[src/rtl/maio_consts.svh]
// Purpose: Offsets, field positions, reset values and timing of the axis I/O block
// Assumes: APB byte addresses, one 32-bit word per register
// Notes:   Function
// Function
// - reset puts each axis in two-pulse output; software may pick pulse-plus-direction
// - each pulse pin has a negative twin that is always its inverse
// - the four general outputs are off while reset is held
// - two general outputs may show accel/decel, two may show compare results
// - plus limit halts plus pulses, minus limit minus; level and stop kind settable
// - after reset the limit inputs are read as active low
// - mode register two bit 3 picks limit polarity; 0 means active low
// - enabled stop input 1-3 stops: decelerating when ramping, immediate at constant speed
// - mode register three bits 6,7 set 1,0 enable stop input 3 active low
// - four stop inputs per axis; input 0 is Z phase, 1-3 home inputs
// - enabled active alarm sets the alarm status bit and stops driving at once
// - with in-position enabled, driving flag stays set until in-position, alarm or emergency stop is active
// - limit, stop, in-position and alarm levels are readable in two level registers
// - encoder A/B count the real position, quadrature or up/down pulses
// - enabled active Z phase input stops pulse output; level is settable
// - encoder counting keeps up with two-phase input up to 4 MHz
// - jog: fixed mode outputs the set count, continuous runs while input low
// - emergency stop halts every axis and flags error on each that was driving
`ifndef MAIO_CONSTS_SVH
`define MAIO_CONSTS_SVH
`define MAIO_NAX        4
// Per axis window: axis * 0x20 + offset
`define MAIO_OFF_MODE2  5'h00
`define MAIO_OFF_MODE3  5'h04
`define MAIO_OFF_CMD    5'h08
`define MAIO_OFF_PCNT   5'h0C
`define MAIO_OFF_RATE   5'h10
`define MAIO_OFF_COMPP  5'h14
`define MAIO_OFF_COMPM  5'h18
`define MAIO_OFF_RPOS   5'h1C
// Global registers
`define MAIO_OFF_MAIN   8'h80
`define MAIO_OFF_LVL1   8'h84
`define MAIO_OFF_LVL2   8'h88
`define MAIO_OFF_ISTAT  8'h8C
`define MAIO_OFF_IMASK  8'h90
`define MAIO_OFF_STAT2  8'h94
`define MAIO_OFF_CTRL   8'h98
// Mode register two fields
`define MAIO_M2_LIMSUD  0
`define MAIO_M2_LIMPOL  3
`define MAIO_M2_ENCUD   4
`define MAIO_M2_PDIR    5
`define MAIO_M2_ALMEN   12
`define MAIO_M2_ALMPOL  13
`define MAIO_M2_INPEN   14
`define MAIO_M2_INPPOL  15
// Mode register three fields: stop input k enable at 2k, polarity at 2k+1
`define MAIO_M3_JOGEN   8
`define MAIO_M3_JOGCON  9
`define MAIO_M3_GPACC   10
`define MAIO_M3_GPCMP   11
`define MAIO_M3_GPLO    12
// Command register bits
`define MAIO_CMD_PLUS   0
`define MAIO_CMD_MINUS  1
`define MAIO_CMD_DSTOP  2
`define MAIO_CMD_SSTOP  3
`define MAIO_CMD_CLR    4
`define MAIO_CMD_CONT   5
// Reset values and ramp span
`define MAIO_RST_MODE2  16'h0000
`define MAIO_RST_MODE3  16'h0000
`define MAIO_RST_RATE   16'h0063
`define MAIO_RAMP       16'h0010
// Timing
`define MAIO_CLK_MHZ    200
`define MAIO_ENC_MHZ    4
`define MAIO_ENC_CYC    (`MAIO_CLK_MHZ / `MAIO_ENC_MHZ)
`endif

[src/rtl/maio_pkg.sv]
// Purpose: Types shared by the axis I/O block
// Assumes: Constants come from maio_consts.svh
// Notes:   Pin groups travel as packed structs
package maio_pkg;
  typedef struct packed {
    logic       plus_limit_input;
    logic       minus_limit_input;
    logic       stop_input_3;
    logic       stop_input_2;
    logic       stop_input_1;
    logic       zphase_stop_input;
    logic       servo_positioned_input;
    logic       servo_fault_input;
    logic       encoder_a_input;
    logic       encoder_b_input;
    logic       ext_jog_plus;
    logic       ext_jog_minus;
  } maio_pins_t;
  typedef struct packed {
    logic       plus_pulse_pos;
    logic       plus_pulse_neg;
    logic       minus_pulse_pos;
    logic       minus_pulse_neg;
    logic       gp_output_7;
    logic       gp_output_6;
    logic       gp_output_5;
    logic       gp_output_4;
  } maio_outs_t;
  typedef enum logic [2:0] {
    MAIO_IDLE  = 3'b000,
    MAIO_ACCEL = 3'b001,
    MAIO_CONST = 3'b010,
    MAIO_DECEL = 3'b011,
    MAIO_INPOS = 3'b100
  } maio_state_t;
endpackage : maio_pkg

[src/rtl/maio_top.sv]
// Purpose: Four-axis pulse output, stop inputs and encoder counting with APB registers
// Assumes: All pins asynchronous to clk_sys; APB master on clk_sys
// Notes:   Zero-wait APB slave, access phase always one cycle
//
// Decided for this implementation: the APB register port and the placing of the registers.
`timescale 1ns/1ps
`default_nettype none
`include "maio_consts.svh"
module maio_top (
  input  wire logic                          clk_sys,
  input  wire logic                          rst_n,
  input  wire logic                          psel,
  input  wire logic                          penable,
  input  wire logic                          pwrite,
  input  wire logic [7:0]                    paddr,
  input  wire logic [31:0]                   pwdata,
  output logic                               pready,
  output logic [31:0]                        prdata,
  output logic                               pslverr,
  input  wire maio_pkg::maio_pins_t [`MAIO_NAX-1:0] axisPins,
  input  wire logic                          emergency_stop_input,
  output maio_pkg::maio_outs_t [`MAIO_NAX-1:0] axisOuts,
  output logic                               irq
);
  localparam int NAX = `MAIO_NAX;
  // Synchroniser stages; stage 3 only serves edge detection
  maio_pkg::maio_pins_t [NAX-1:0] s1;
  maio_pkg::maio_pins_t [NAX-1:0] s2;
  maio_pkg::maio_pins_t [NAX-1:0] s3;
  logic                           emg1;
  logic                           emg2;
  logic [15:0]                    mode2 [NAX];
  logic [15:0]                    mode3 [NAX];
  logic [31:0]                    pcnt  [NAX];
  logic [15:0]                    rate  [NAX];
  logic [31:0]                    compP [NAX];
  logic [31:0]                    compM [NAX];
  logic [31:0]                    rpos  [NAX];
  logic [NAX-1:0]                 drv;
  logic [NAX-1:0]                 errBit;
  logic [NAX-1:0]                 almBit;
  logic [NAX-1:0]                 limHit;
  logic [7:0]                     lvl   [NAX];
  logic [4*NAX-1:0]               evt;
  logic [4*NAX-1:0]               istat;
  logic [4*NAX-1:0]               imask;
  logic                           emgHigh;
  logic                           wrEn;
  logic                           emgAct;
  logic [31:0]                    rdVal;
  logic                           rdErr;

  // Per-axis register hit
  function automatic logic axHit(input logic [7:0] a, input int k, input logic [4:0] off);
    axHit = (a[7] == 1'b0) && (a[6:5] == k[1:0]) && (a[4:0] == off);
  endfunction : axHit

  always_ff @(posedge clk_sys or negedge rst_n)
  begin
    if (!rst_n)
    begin
      s1   <= '0;
      s2   <= '0;
      s3   <= '0;
      emg1 <= 1'b0;
      emg2 <= 1'b0;
    end
    else
    begin
      s1   <= axisPins;
      s2   <= s1;
      s3   <= s2;
      emg1 <= emergency_stop_input;
      emg2 <= emg1;
    end
  end

  // APB: setup cycle loads answer, access cycle shows it
  assign wrEn = psel & penable & pready & pwrite;
  always_ff @(posedge clk_sys or negedge rst_n)
  begin
    if (!rst_n)
    begin
      pready  <= 1'b0;
      prdata  <= 32'h0000_0000;
      pslverr <= 1'b0;
    end
    else
    begin
      pready  <= psel & ~penable;
      pslverr <= psel & ~penable & rdErr;
      if (psel & ~penable & ~pwrite)
        prdata <= rdVal;
    end
  end

  // Read decode; unmapped addresses answer with an error
  always_comb
  begin
    rdVal = 32'h0000_0000;
    rdErr = 1'b0;
    if (!paddr[7])
    begin
      case (paddr[4:0])
        `MAIO_OFF_MODE2: rdVal = {16'h0000, mode2[paddr[6:5]]};
        `MAIO_OFF_MODE3: rdVal = {16'h0000, mode3[paddr[6:5]]};
        `MAIO_OFF_CMD:   rdVal = 32'h0000_0000;
        `MAIO_OFF_PCNT:  rdVal = pcnt[paddr[6:5]];
        `MAIO_OFF_RATE:  rdVal = {16'h0000, rate[paddr[6:5]]};
        `MAIO_OFF_COMPP: rdVal = compP[paddr[6:5]];
        `MAIO_OFF_COMPM: rdVal = compM[paddr[6:5]];
        `MAIO_OFF_RPOS:  rdVal = rpos[paddr[6:5]];
        default:         rdErr = 1'b1;
      endcase
    end
    else
    begin
      case (paddr)
        `MAIO_OFF_MAIN:  rdVal = {24'h000000, errBit, drv};
        `MAIO_OFF_LVL1:  rdVal = {16'h0000, lvl[1], lvl[0]};
        `MAIO_OFF_LVL2:  rdVal = {16'h0000, lvl[3], lvl[2]};
        `MAIO_OFF_ISTAT: rdVal = {16'h0000, istat};
        `MAIO_OFF_IMASK: rdVal = {16'h0000, imask};
        `MAIO_OFF_STAT2: rdVal = {24'h000000, limHit, almBit};
        `MAIO_OFF_CTRL:  rdVal = {31'h00000000, emgHigh};
        default:         rdErr = 1'b1;
      endcase
    end
  end

  // Global control, interrupt status and mask; a new event beats a clear
  always_ff @(posedge clk_sys or negedge rst_n)
  begin
    if (!rst_n)
    begin
      emgHigh <= 1'b0;
      istat   <= '0;
      imask   <= '0;
      irq     <= 1'b0;
    end
    else
    begin
      if (wrEn && paddr == `MAIO_OFF_CTRL)
        emgHigh <= pwdata[0];
      if (wrEn && paddr == `MAIO_OFF_IMASK)
        imask <= pwdata[4*NAX-1:0];
      if (wrEn && paddr == `MAIO_OFF_ISTAT)
        istat <= (istat & ~pwdata[4*NAX-1:0]) | evt;
      else
        istat <= istat | evt;
      irq <= |(istat & imask);
    end
  end

  // Jumper-style level select for the emergency input
  assign emgAct = emgHigh ? emg2 : ~emg2;

  for (genvar k = 0; k < NAX; k++)
  begin : g_axis
    maio_pkg::maio_state_t st;
    logic [15:0] curDiv;
    logic [15:0] divCnt;
    logic [31:0] remain;
    logic        dir;
    logic        cont;
    logic        stopReq;
    logic        pulse;
    logic        limPA;
    logic        limMA;
    logic        almA;
    logic        inpA;
    logic [3:0]  stopA;
    logic        immStop;
    logic        decStop;
    logic        running;
    logic        periodEnd;
    logic        cmdWr;
    logic        jogGo;
    logic        jogRel;
    logic [15:0] startDiv;
    logic [3:0]  ab;
    logic        inc;
    logic        dec;
    logic        wasDrv;

    assign cmdWr    = wrEn && axHit(paddr, k, `MAIO_OFF_CMD);
    assign startDiv = rate[k] + `MAIO_RAMP;
    assign running  = (st == maio_pkg::MAIO_ACCEL) || (st == maio_pkg::MAIO_CONST) ||
                      (st == maio_pkg::MAIO_DECEL);
    assign periodEnd = running && (divCnt >= curDiv);
    // limit polarity, 0 reads active low
    assign limPA = mode2[k][`MAIO_M2_LIMPOL] ? s2[k].plus_limit_input
                                              : ~s2[k].plus_limit_input;
    assign limMA = mode2[k][`MAIO_M2_LIMPOL] ? s2[k].minus_limit_input
                                              : ~s2[k].minus_limit_input;
    assign almA = mode2[k][`MAIO_M2_ALMEN] &
                  (mode2[k][`MAIO_M2_ALMPOL] ? s2[k].servo_fault_input
                                             : ~s2[k].servo_fault_input);
    assign inpA = mode2[k][`MAIO_M2_INPPOL] ? s2[k].servo_positioned_input
                                            : ~s2[k].servo_positioned_input;
    for (genvar j = 0; j < 4; j++)
    begin : g_stop
      logic lv;
      assign lv = (j == 0) ? s2[k].zphase_stop_input :
                  (j == 1) ? s2[k].stop_input_1 :
                  (j == 2) ? s2[k].stop_input_2 : s2[k].stop_input_3;
      assign stopA[j] = mode3[k][2*j] & (mode3[k][2*j+1] ? lv : ~lv);
    end
    assign lvl[k] = {s2[k].servo_fault_input, s2[k].servo_positioned_input,
                     s2[k].stop_input_3, s2[k].stop_input_2, s2[k].stop_input_1,
                     s2[k].zphase_stop_input, s2[k].minus_limit_input,
                     s2[k].plus_limit_input};

    // immediate stops, limit in the moving direction only
    // stop inputs 1-3 decelerate only while ramping
    always_comb
    begin
      immStop = stopA[0] | almA | emgAct | (cmdWr & pwdata[`MAIO_CMD_SSTOP]);
      decStop = cmdWr & pwdata[`MAIO_CMD_DSTOP];
      if ((!dir && limPA) || (dir && limMA))
      begin
        if (mode2[k][`MAIO_M2_LIMSUD])
          immStop = 1'b1;
        else
          decStop = 1'b1;
      end
      if (|stopA[3:1])
      begin
        if (st == maio_pkg::MAIO_CONST)
          immStop = 1'b1;
        else
          decStop = 1'b1;
      end
    end

    // jog edges and release from synchronised stages
    assign jogGo  = mode3[k][`MAIO_M3_JOGEN] &
                    ((s3[k].ext_jog_plus & ~s2[k].ext_jog_plus) |
                     (s3[k].ext_jog_minus & ~s2[k].ext_jog_minus));
    assign jogRel = mode3[k][`MAIO_M3_JOGEN] & mode3[k][`MAIO_M3_JOGCON] & cont &
                    s2[k].ext_jog_plus & s2[k].ext_jog_minus;

    // Software registers of this axis
    always_ff @(posedge clk_sys or negedge rst_n)
    begin
      if (!rst_n)
      begin
        mode2[k] <= `MAIO_RST_MODE2;
        mode3[k] <= `MAIO_RST_MODE3;
        pcnt[k]  <= 32'h0000_0000;
        rate[k]  <= `MAIO_RST_RATE;
        compP[k] <= 32'h0000_0000;
        compM[k] <= 32'h0000_0000;
      end
      else if (wrEn)
      begin
        if (axHit(paddr, k, `MAIO_OFF_MODE2)) mode2[k] <= pwdata[15:0];
        if (axHit(paddr, k, `MAIO_OFF_MODE3)) mode3[k] <= pwdata[15:0];
        if (axHit(paddr, k, `MAIO_OFF_PCNT))  pcnt[k]  <= pwdata;
        if (axHit(paddr, k, `MAIO_OFF_RATE))  rate[k]  <= (pwdata[15:0] == 16'h0000) ?
                                                          16'h0001 : pwdata[15:0];
        if (axHit(paddr, k, `MAIO_OFF_COMPP)) compP[k] <= pwdata;
        if (axHit(paddr, k, `MAIO_OFF_COMPM)) compM[k] <= pwdata;
      end
    end

    // Drive sequencer with linear ramp of the pulse period
    always_ff @(posedge clk_sys or negedge rst_n)
    begin
      if (!rst_n)
      begin
        st      <= maio_pkg::MAIO_IDLE;
        curDiv  <= 16'h0001;
        divCnt  <= 16'h0000;
        remain  <= 32'h0000_0000;
        dir     <= 1'b0;
        cont    <= 1'b0;
        stopReq <= 1'b0;
      end
      else
      begin
        case (st)
          maio_pkg::MAIO_IDLE:
          begin
            if ((cmdWr && (pwdata[`MAIO_CMD_PLUS] | pwdata[`MAIO_CMD_MINUS])) || jogGo)
            begin
              dir     <= cmdWr ? pwdata[`MAIO_CMD_MINUS] : ~s2[k].ext_jog_minus;
              cont    <= cmdWr ? pwdata[`MAIO_CMD_CONT] : mode3[k][`MAIO_M3_JOGCON];
              remain  <= pcnt[k];
              curDiv  <= startDiv;
              divCnt  <= 16'h0000;
              stopReq <= 1'b0;
              st      <= maio_pkg::MAIO_ACCEL;
            end
          end
          maio_pkg::MAIO_INPOS:
          begin
            // hold driving until the servo reports in position, or an alarm or emergency stop is active
            if (inpA || emgAct || almA)
              st <= maio_pkg::MAIO_IDLE;
          end
          default:
          begin
            divCnt <= periodEnd ? 16'h0000 : divCnt + 16'h0001;
            if (periodEnd && !cont)
              remain <= remain - 32'h0000_0001;
            if (periodEnd && st == maio_pkg::MAIO_ACCEL && curDiv > rate[k])
              curDiv <= curDiv - 16'h0001;
            if (periodEnd && st == maio_pkg::MAIO_DECEL && curDiv < startDiv)
              curDiv <= curDiv + 16'h0001;
            if (decStop || jogRel)
              stopReq <= 1'b1;
            if (immStop || (periodEnd && !cont && remain <= 32'h0000_0001) ||
                (periodEnd && st == maio_pkg::MAIO_DECEL && stopReq &&
                 curDiv >= startDiv))
              st <= (mode2[k][`MAIO_M2_INPEN] && !emgAct && !almA) ?
                    maio_pkg::MAIO_INPOS : maio_pkg::MAIO_IDLE;
            else if (decStop || jogRel || stopReq ||
                     (!cont && remain <= 32'({16'h0000, startDiv - curDiv})))
              st <= maio_pkg::MAIO_DECEL;
            else if (st == maio_pkg::MAIO_ACCEL && curDiv <= rate[k])
              st <= maio_pkg::MAIO_CONST;
          end
        endcase
      end
    end

    assign pulse = running && (divCnt <= (curDiv >> 1));
    assign drv[k] = (st != maio_pkg::MAIO_IDLE);
    assign evt[4*k]   = wasDrv & ~drv[k];
    assign evt[4*k+1] = running & ((!dir && limPA) || (dir && limMA));
    assign evt[4*k+2] = almA & ~almBit[k];
    assign evt[4*k+3] = emgAct & drv[k];

    // Sticky status: a new event beats the clear command
    always_ff @(posedge clk_sys or negedge rst_n)
    begin
      if (!rst_n)
      begin
        errBit[k] <= 1'b0;
        almBit[k] <= 1'b0;
        limHit[k] <= 1'b0;
        wasDrv    <= 1'b0;
      end
      else
      begin
        // error on each axis that was driving
        errBit[k] <= (errBit[k] & ~(cmdWr & pwdata[`MAIO_CMD_CLR])) | (emgAct & drv[k]);
        almBit[k] <= (almBit[k] & ~(cmdWr & pwdata[`MAIO_CMD_CLR])) | almA;
        limHit[k] <= (limHit[k] & ~(cmdWr & pwdata[`MAIO_CMD_CLR])) | evt[4*k+1];
        wasDrv    <= drv[k];
      end
    end

    // encoder decode at the system clock, far above 4 MHz
    assign ab  = {s3[k].encoder_a_input, s3[k].encoder_b_input,
                  s2[k].encoder_a_input, s2[k].encoder_b_input};
    always_comb
    begin
      inc = 1'b0;
      dec = 1'b0;
      if (mode2[k][`MAIO_M2_ENCUD])
      begin
        inc = ~ab[3] & ab[1];
        dec = ~ab[2] & ab[0];
      end
      else
      begin
        case (ab)
          4'h1, 4'h7, 4'hE, 4'h8: inc = 1'b1;
          4'h2, 4'hB, 4'hD, 4'h4: dec = 1'b1;
          default:                inc = 1'b0;
        endcase
      end
    end
    always_ff @(posedge clk_sys or negedge rst_n)
    begin
      if (!rst_n)
        rpos[k] <= 32'h0000_0000;
      else if (wrEn && axHit(paddr, k, `MAIO_OFF_RPOS))
        rpos[k] <= pwdata;
      else if (inc && !dec)
        rpos[k] <= rpos[k] + 32'h0000_0001;
      else if (dec && !inc)
        rpos[k] <= rpos[k] - 32'h0000_0001;
    end

    always_ff @(posedge clk_sys or negedge rst_n)
    begin
      if (!rst_n)
      begin
        axisOuts[k] <= 8'b0101_0000;
      end
      else
      begin
        if (mode2[k][`MAIO_M2_PDIR])
        begin
          axisOuts[k].plus_pulse_pos  <= pulse;
          axisOuts[k].plus_pulse_neg  <= ~pulse;
          axisOuts[k].minus_pulse_pos <= dir;
          axisOuts[k].minus_pulse_neg <= ~dir;
        end
        else
        begin
          axisOuts[k].plus_pulse_pos  <= pulse & ~dir;
          axisOuts[k].plus_pulse_neg  <= ~(pulse & ~dir);
          axisOuts[k].minus_pulse_pos <= pulse & dir;
          axisOuts[k].minus_pulse_neg <= ~(pulse & dir);
        end
        axisOuts[k].gp_output_7 <= mode3[k][`MAIO_M3_GPACC] ?
                                   (st == maio_pkg::MAIO_DECEL) : mode3[k][15];
        axisOuts[k].gp_output_6 <= mode3[k][`MAIO_M3_GPACC] ?
                                   (st == maio_pkg::MAIO_ACCEL) : mode3[k][14];
        axisOuts[k].gp_output_5 <= mode3[k][`MAIO_M3_GPCMP] ?
                                   ($signed(rpos[k]) < $signed(compM[k])) : mode3[k][13];
        axisOuts[k].gp_output_4 <= mode3[k][`MAIO_M3_GPCMP] ?
                                   ($signed(rpos[k]) >= $signed(compP[k])) : mode3[k][12];
      end
    end
  end
endmodule : maio_top
`default_nettype wire

[config.mk]
export PLATFORM = sky130hd
export DESIGN_NAME = maio_top
export DESIGN_NICKNAME = d
export VERILOG_FILES = /design/src/rtl/maio_pkg.sv /design/src/rtl/maio_top.sv
export VERILOG_INCLUDE_DIRS = /design/src /design/src/rtl
export SDC_FILE = /design/constraint.sdc
export NUM_CORES = 2
export LEC_CHECK = 0
export BUFFER_PORTS_ARGS = -buffer_cell sky130_fd_sc_hd__buf_2
export CAP_MARGIN = 15
export CORE_MARGIN = 2
export CORE_UTILIZATION = 35
export CTS_CLUSTER_SIZE = 30
export DETAILED_ROUTE_END_ITERATION = 10
export GPL_TIMING_DRIVEN = 0
export PLACE_DENSITY = 0.48
export RECOVER_POWER = 50
export SLEW_MARGIN = 20
export SYNTH_ARGS = -nofsm -noshare
export SYNTH_HDL_FRONTEND = slang
export SYNTH_SLANG_ARGS = --single-unit
[constraint.sdc]
create_clock -name clk_sys -period 10.22 [get_ports clk_sys]
set_clock_uncertainty 0.15 [all_clocks]
set_input_delay 0.511 -clock clk_sys [delete_from_list [all_inputs] [get_ports clk_sys]]
set_output_delay 0.511 -clock clk_sys [all_outputs]
set_load 0.01 [all_outputs]
Word-level counts from Yosys, hierarchy flattened
Cells that the tools add are included.

operators by class
  magnitude comparators = 41
  equal/unequal tests = 73
  multiplexer cells = 230
  reductions and logical operators = 282
  $add $sub $neg = 32
  bitwise operators = 229

operators by type and width
  kind                                                              count
  two-way mux 32 bit                                                29
  two-way mux 16 bit                                                28
  binary-select mux 32 bit (select 2 bit)                           4
  case mux 16 bit (2 select lines)                                  8
  case mux 32 bit (2 select lines)                                  4
  subtractor 32 x 1 -> 32 bit (second input constant)               8
  case mux 32 bit (7 select lines)                                  1
  adder 16 x 1 -> 16 bit (second input constant)                    8
  adder 32 x 1 -> 32 bit (second input constant)                    4
  greater-or-equal comparator 16 bit                                8
  greater-or-equal comparator 32 bit                                4
  less-or-equal comparator 32 x 1 -> 1 bit (second input constant)  4
  less-or-equal comparator 32 x 16 -> 1 bit                         4
  less-than comparator 32 bit                                       4
  logical AND 1 bit                                                 123
  two-way mux 1 bit                                                 116
  case mux 16 bit (7 select lines)                                  1
  AND 1 bit                                                         110
  binary-select mux 16 bit (select 2 bit)                           3
  inverter 1 bit                                                    84
  two-way mux 3 bit                                                 24
  adder 16 x 5 -> 16 bit (second input constant)                    4
  == test 4 bit (second input constant)                             16
  greater-than comparator 16 bit                                    4
  43 further kinds                                                  284

word-level totals
  register bits = 1214
  bits of input ports = 94

Depth between registers and ports, before layout
  word-level depth = 15
  depth in mapped cells = 26
  mapped depth without buffers = 25

Least setup slack after synthesis
No wires, ideal clock.

  path type = flip-flop to flip-flop
  start point = register rate[53] (netlist bit)
  end point = register g_axis[0].curDiv[15]
  clock period less this slack = 5275 ps
  stages on the path, launching flop included = 27
  path buffers = 1
  arrival = 5004 ps
  slack = 4945 ps
  path through = dfstp_2 -> ha_1 -> nand2_1 -> nor2_1 -> nand3_1 -> xnor2_1 -> ha_1 -> clkbuf_1 -> nand4_1 -> nor2_1 -> nand2_1 -> a21oi_1 -> o41ai_1 -> a21oi_1 -> and3_1 -> inv_1 -> ha_1 -> a211oi_1 -> o21bai_1 -> o311a_1 -> nor2_1 -> a2111oi_0 -> a2111o_1 -> a21oi_1 -> xnor2_1 -> a21oi_1 -> o22a_1

on the way
  word-level cells in the longest chain between the ends = 5

RTL lines
  element                                                                  RTL line         RTL
  start, declared                                                          maio_top.sv:35   logic [15:0] rate [NAX];
  start signal, assigned by index                                          maio_top.sv:251  rate[k] <= `MAIO_RST_RATE;
  start signal, assigned by index                                          maio_top.sv:260  if (axHit(paddr, k, `MAIO_OFF_RATE)) rate[k] <= (pwdata[15:0] == 16'h0000) ?
  adder 16 x 5 -> 16 bit (no source line)                                  -
  less-than comparator 16 bit                                              maio_top.sv:309  if (periodEnd && st == maio_pkg::MAIO_DECEL && curDiv < startDiv)
  logical AND 1 bit                                                        maio_top.sv:309
  two-way mux 16 bit or nonzero test 3 bit (tied branches)                 -
  case mux 16 bit (2 select lines) or AND reduction 3 bit (tied branches)  -
  end signal, assigned                                                     maio_top.sv:290  curDiv <= startDiv;
  end signal, assigned                                                     maio_top.sv:308  curDiv <= curDiv - 16'h0001;
  end signal, assigned                                                     maio_top.sv:310  curDiv <= curDiv + 16'h0001;
  end, declared                                                            maio_top.sv:161  logic [15:0] curDiv;

Several ways; a longest one is shown, not always the timed one. The select of a mux whose other input is x is not followed.
A chain may end at the register's enable or synchronous reset.

Final worst setup path
  start point = register rate[20] (netlist bit)
  end point = register g_axis[2].curDiv[14]

on the way
  word-level cells in the longest chain between the ends = 5

RTL lines
  element                                                                  RTL line
  adder 16 x 5 -> 16 bit (no source line)                                  -
  less-than comparator 16 bit                                              maio_top.sv:309
  logical AND 1 bit                                                        maio_top.sv:309
  two-way mux 16 bit or nonzero test 3 bit (tied branches)                 -
  case mux 16 bit (2 select lines) or AND reduction 3 bit (tied branches)  -
  end signal, assigned                                                     maio_top.sv:290
  end signal, assigned                                                     maio_top.sv:308
  end signal, assigned                                                     maio_top.sv:310
  end, declared                                                            maio_top.sv:161

Several ways; a longest one is shown, not always the timed one. The select of a mux whose other input is x is not followed.

==> impl_metrics.toml <==
[setup_path]
worstPathArrival_ns = 7.85
required_ns = 10.80
crit_path_frequent_cell = "a31oi_1"
critPathSlowestCell = "o41ai_1"
worstSetupEndpointType = "flop"
crit_chain = "ha_1, nand3_1, nor2_1, nand2_1, xnor2_1, ha_1, a21o_1, nor2_1, o21ai_0, a31oi_1, o21ai_0, nand3_1, fa_1, a21o_1, a21oi_1, nor2b_1, o21a_1, o41ai_1, o211ai_1, a31oi_1, xnor2_1, nand2_1, a31oi_1"
crit_type = "reg2reg"
worstSetupStartpointType = "flop"
worst-path-buf-inv = 0
worstPathMaxFanout = 18
critical_path.max_stage_delay_ns = 0.82
cp_top_family = "compound AO/OA/AOI/OAI gates"

[logic_synthesis]
synth_edf_count = 0
synthTopCellsByCount = "1,186 x dfrtp_1, 760 x ha_1, 627 x a21oi_1, 609 x mux2_2, 556 x nor2_1"
yosys_warnings = 0
avgSynthCellArea_sq_um = 9.87
synth_async_sr_flop_share = 1.00
yosysMostFrequentCell = "dfrtp_1"
synth_nets = 9049
syn_inst = 8183
synth_area_leaders = "dfrtp_1 37%, ha_1 12%, mux2_2 8.5%, mux4_2 4.9%, a21oi_1 3.9%"
ys_types = 94
netlist_area_sq_mm = 0.0807
ys_seq_area_frac = 0.377
synth_top_area_share = 0.368
synth_top_area_cell = "dfrtp_1"
ys_ff_latch = 1214
ys.flop_type = "dfrtp_1"

[timing]
slew_violations = 104
tightestPinTransition_ns = 6.24
fin_crit_sh = 0.711
timing.fmax_ghz = 0.138
slew_headroom = -3.16
rsz0062_at_grt = "no"
setup_viol = 0
finalHoldViolations = 0
fin_crit_ns = 7.27
setup_tns_ns = 0

[detailed_routing]
drt-initial-drc-count = 7152
ant_nets = 0
vias = 69800
drtPass1Iterations = 6
routed_wl_um = 364000
drt-vias-per-instance = 5.94
wl_per_cell_um = 31.0
route.detailed.drc = 0

[global_route]
grt_pass1_vias = 68400
grt_remaining_overflow = 0
antenna_found_initial = 42
grt_pass1_wl_um = 514000
grt_max_degree = 129
grt_usage = 0.304

[final_layout]
stdcell_area_sq_mm = 0.0919
area_delta_synth_final_pct = 13.8
drive_above_1_share = 0.150
instances_no_fill = 11800
nNetsFinal = 9455
fillers = 22800

[placed_design]
dp_cells = 11400
portBuffers = 153
gp_congestion = 1.01
place_hpwl_um = 291000
placed_area_sq_mm = 0.0860

[clock_tree]
root_buffer = "clkbuf_16"
clock-sinks = 1214
tritoncts = "built"
htree_levels = 4
tritoncts.num_buffers = 154
cts_buffer_depth = 3
cts.clk_slew.worst_paths_ns = 0.06
clk_latency_ns = 0.84

[job]
cap_violations = 1

[pwr]
ir_drop_mv = 0.129
leakage_nw = 40.8
power_w = 0.0209
power_density_mw_per_mm2 = 227

[floorplanning]
initial_utilization = 0.352
rows = 176
dieArea_sq_mm = 0.235
dieHeight_um = 484
fp.dieW_um = 484
core-area_sq_mm = 0.230
io_pins = 161

[min_path]
hp-class = "in2reg"

[status]
status = "finished, violations left"
failed_checks = "capacitance limit, slew limit"
==> per-stage QoR <==
stage                     hold WS [ns]  setup WS [ns]  utilization
after floorplan                 0.0654           4.94            -
after global placement           0.184         -20.26        0.371
after detailed placement         0.185           3.21        0.374
after CTS                       0.0249           3.17        0.400
after global routing            0.0712           2.24        0.400
final                           0.0895           2.95        0.400
==> repair_timing <==
action,4_1_cts,5_1_grt
setup buffers,0,0
hold buffers,68,0
hold endpoints to repair,221,0
gates resized for setup,0,0
==> cell type report <==
cell class                 instances  area [sq um]  area share
multi-input combinational       6048         46900       0.511
sequential                      1214         30400       0.331
clock buffer                     204          4310      0.0469
tap                             3026          3790      0.0412
inverter                         555          2080      0.0227
timing repair buffer             250          1840      0.0200
buffer                           366          1490      0.0162
clock inverter                    80           992      0.0108
antenna                           13          32.5    0.000354
==> final timing paths <==
check / start / to / cells after the start / slack (ns)
worst max-delay path: rate[20] / g_axis[2].curDiv[14] / 23 / 2.95
worst min-delay path: pwdata[28] / pcnt[60] / 2 / 0.09
worst max register to register: rate[20] / g_axis[2].curDiv[14] / 23 / 2.95
worst min register to register: s1[42] / g_axis[3].g_stop[0].lv / 0 / 0.19
max in group asynchronous: rst_n / compP[27] / 6 / 3.38
min in group asynchronous: rst_n / g_axis[0].divCnt[10] / 2 / 2.37
==> state kept, by name (all words and copies together) (netlist names), 32 cells and up <==
name	count
compM	128
compP	128
g_axis.remain	128
pcnt	128
rpos	128
g_axis.curDiv	64
g_axis.divCnt	64
mode2	64
mode3	64
rate	64
s1	48
axisOuts	32
prdata	32
==> placed cells by master (no fill, tap or decap), types with 28 or more instances in the layout <==
cell / count
dfrtp_1: 1186
ha_1: 760
a21oi_1: 627
mux2_2: 605
inv_1: 552
nor2_1: 552
o21ai_0: 526
nand2_1: 519
clkbuf_1: 357
a21o_1: 208
xnor2_1: 198
mux4_2: 176
nand3_1: 168
nor3_1: 162
clkbuf_16: 155
xor2_1: 122
nand4_1: 121
a22oi_1: 109
buf_2: 98
a211oi_1: 96
o21a_1: 89
nor2b_1: 89
nand2b_1: 85
dlygate4sd3_1: 68
mux2i_1: 62
and3_1: 60
nor4_1: 55
a31oi_1: 54
or3_1: 47
buf_1: 47
clkbuf_2: 40
o22ai_1: 38
clkinv_2: 33
o21bai_1: 32
o211ai_1: 32
a22o_1: 29
a221o_1: 28
clkbuf_8: 28
dfstp_2: 28
==> power breakdown <==
group	switching (W)	internal (W)	total (W)
sequential	0.00126	0.00539	0.00665
clock	0.00244	0.00340	0.00583
combinational	0.00491	0.00347	0.00838
total	0.00860	0.0123	0.0209
==> kinds of logic (layout without fill, tap and decap cells) <==
family                   count (synthesis)  after routing  synth area share
AO/OA/AOI/OAI                         2109           2109             0.164
AND/OR/NAND/NOR                       2000           2000             0.119
flip-flops                            1214           1214             0.377
buffers and inverters                  921           1455            0.0433
multiplexers                           847            847             0.142
adder cells (fa/ha/maj)                772            772             0.121
XOR/XNOR                               320            320            0.0347
other                                    0             13                 0
==> per-layer routing <==
metal,track usage,vias to the layer above,part of all wire
li1,-,30900,-
met1,0.412,35600,0.43
met2,0.465,2671,0.44
met3,0.0632,650,0.081
met4,0.142,22,0.055
met5,0,-,0.00041
No activity file was read; power rests on OpenSTA's default activity.
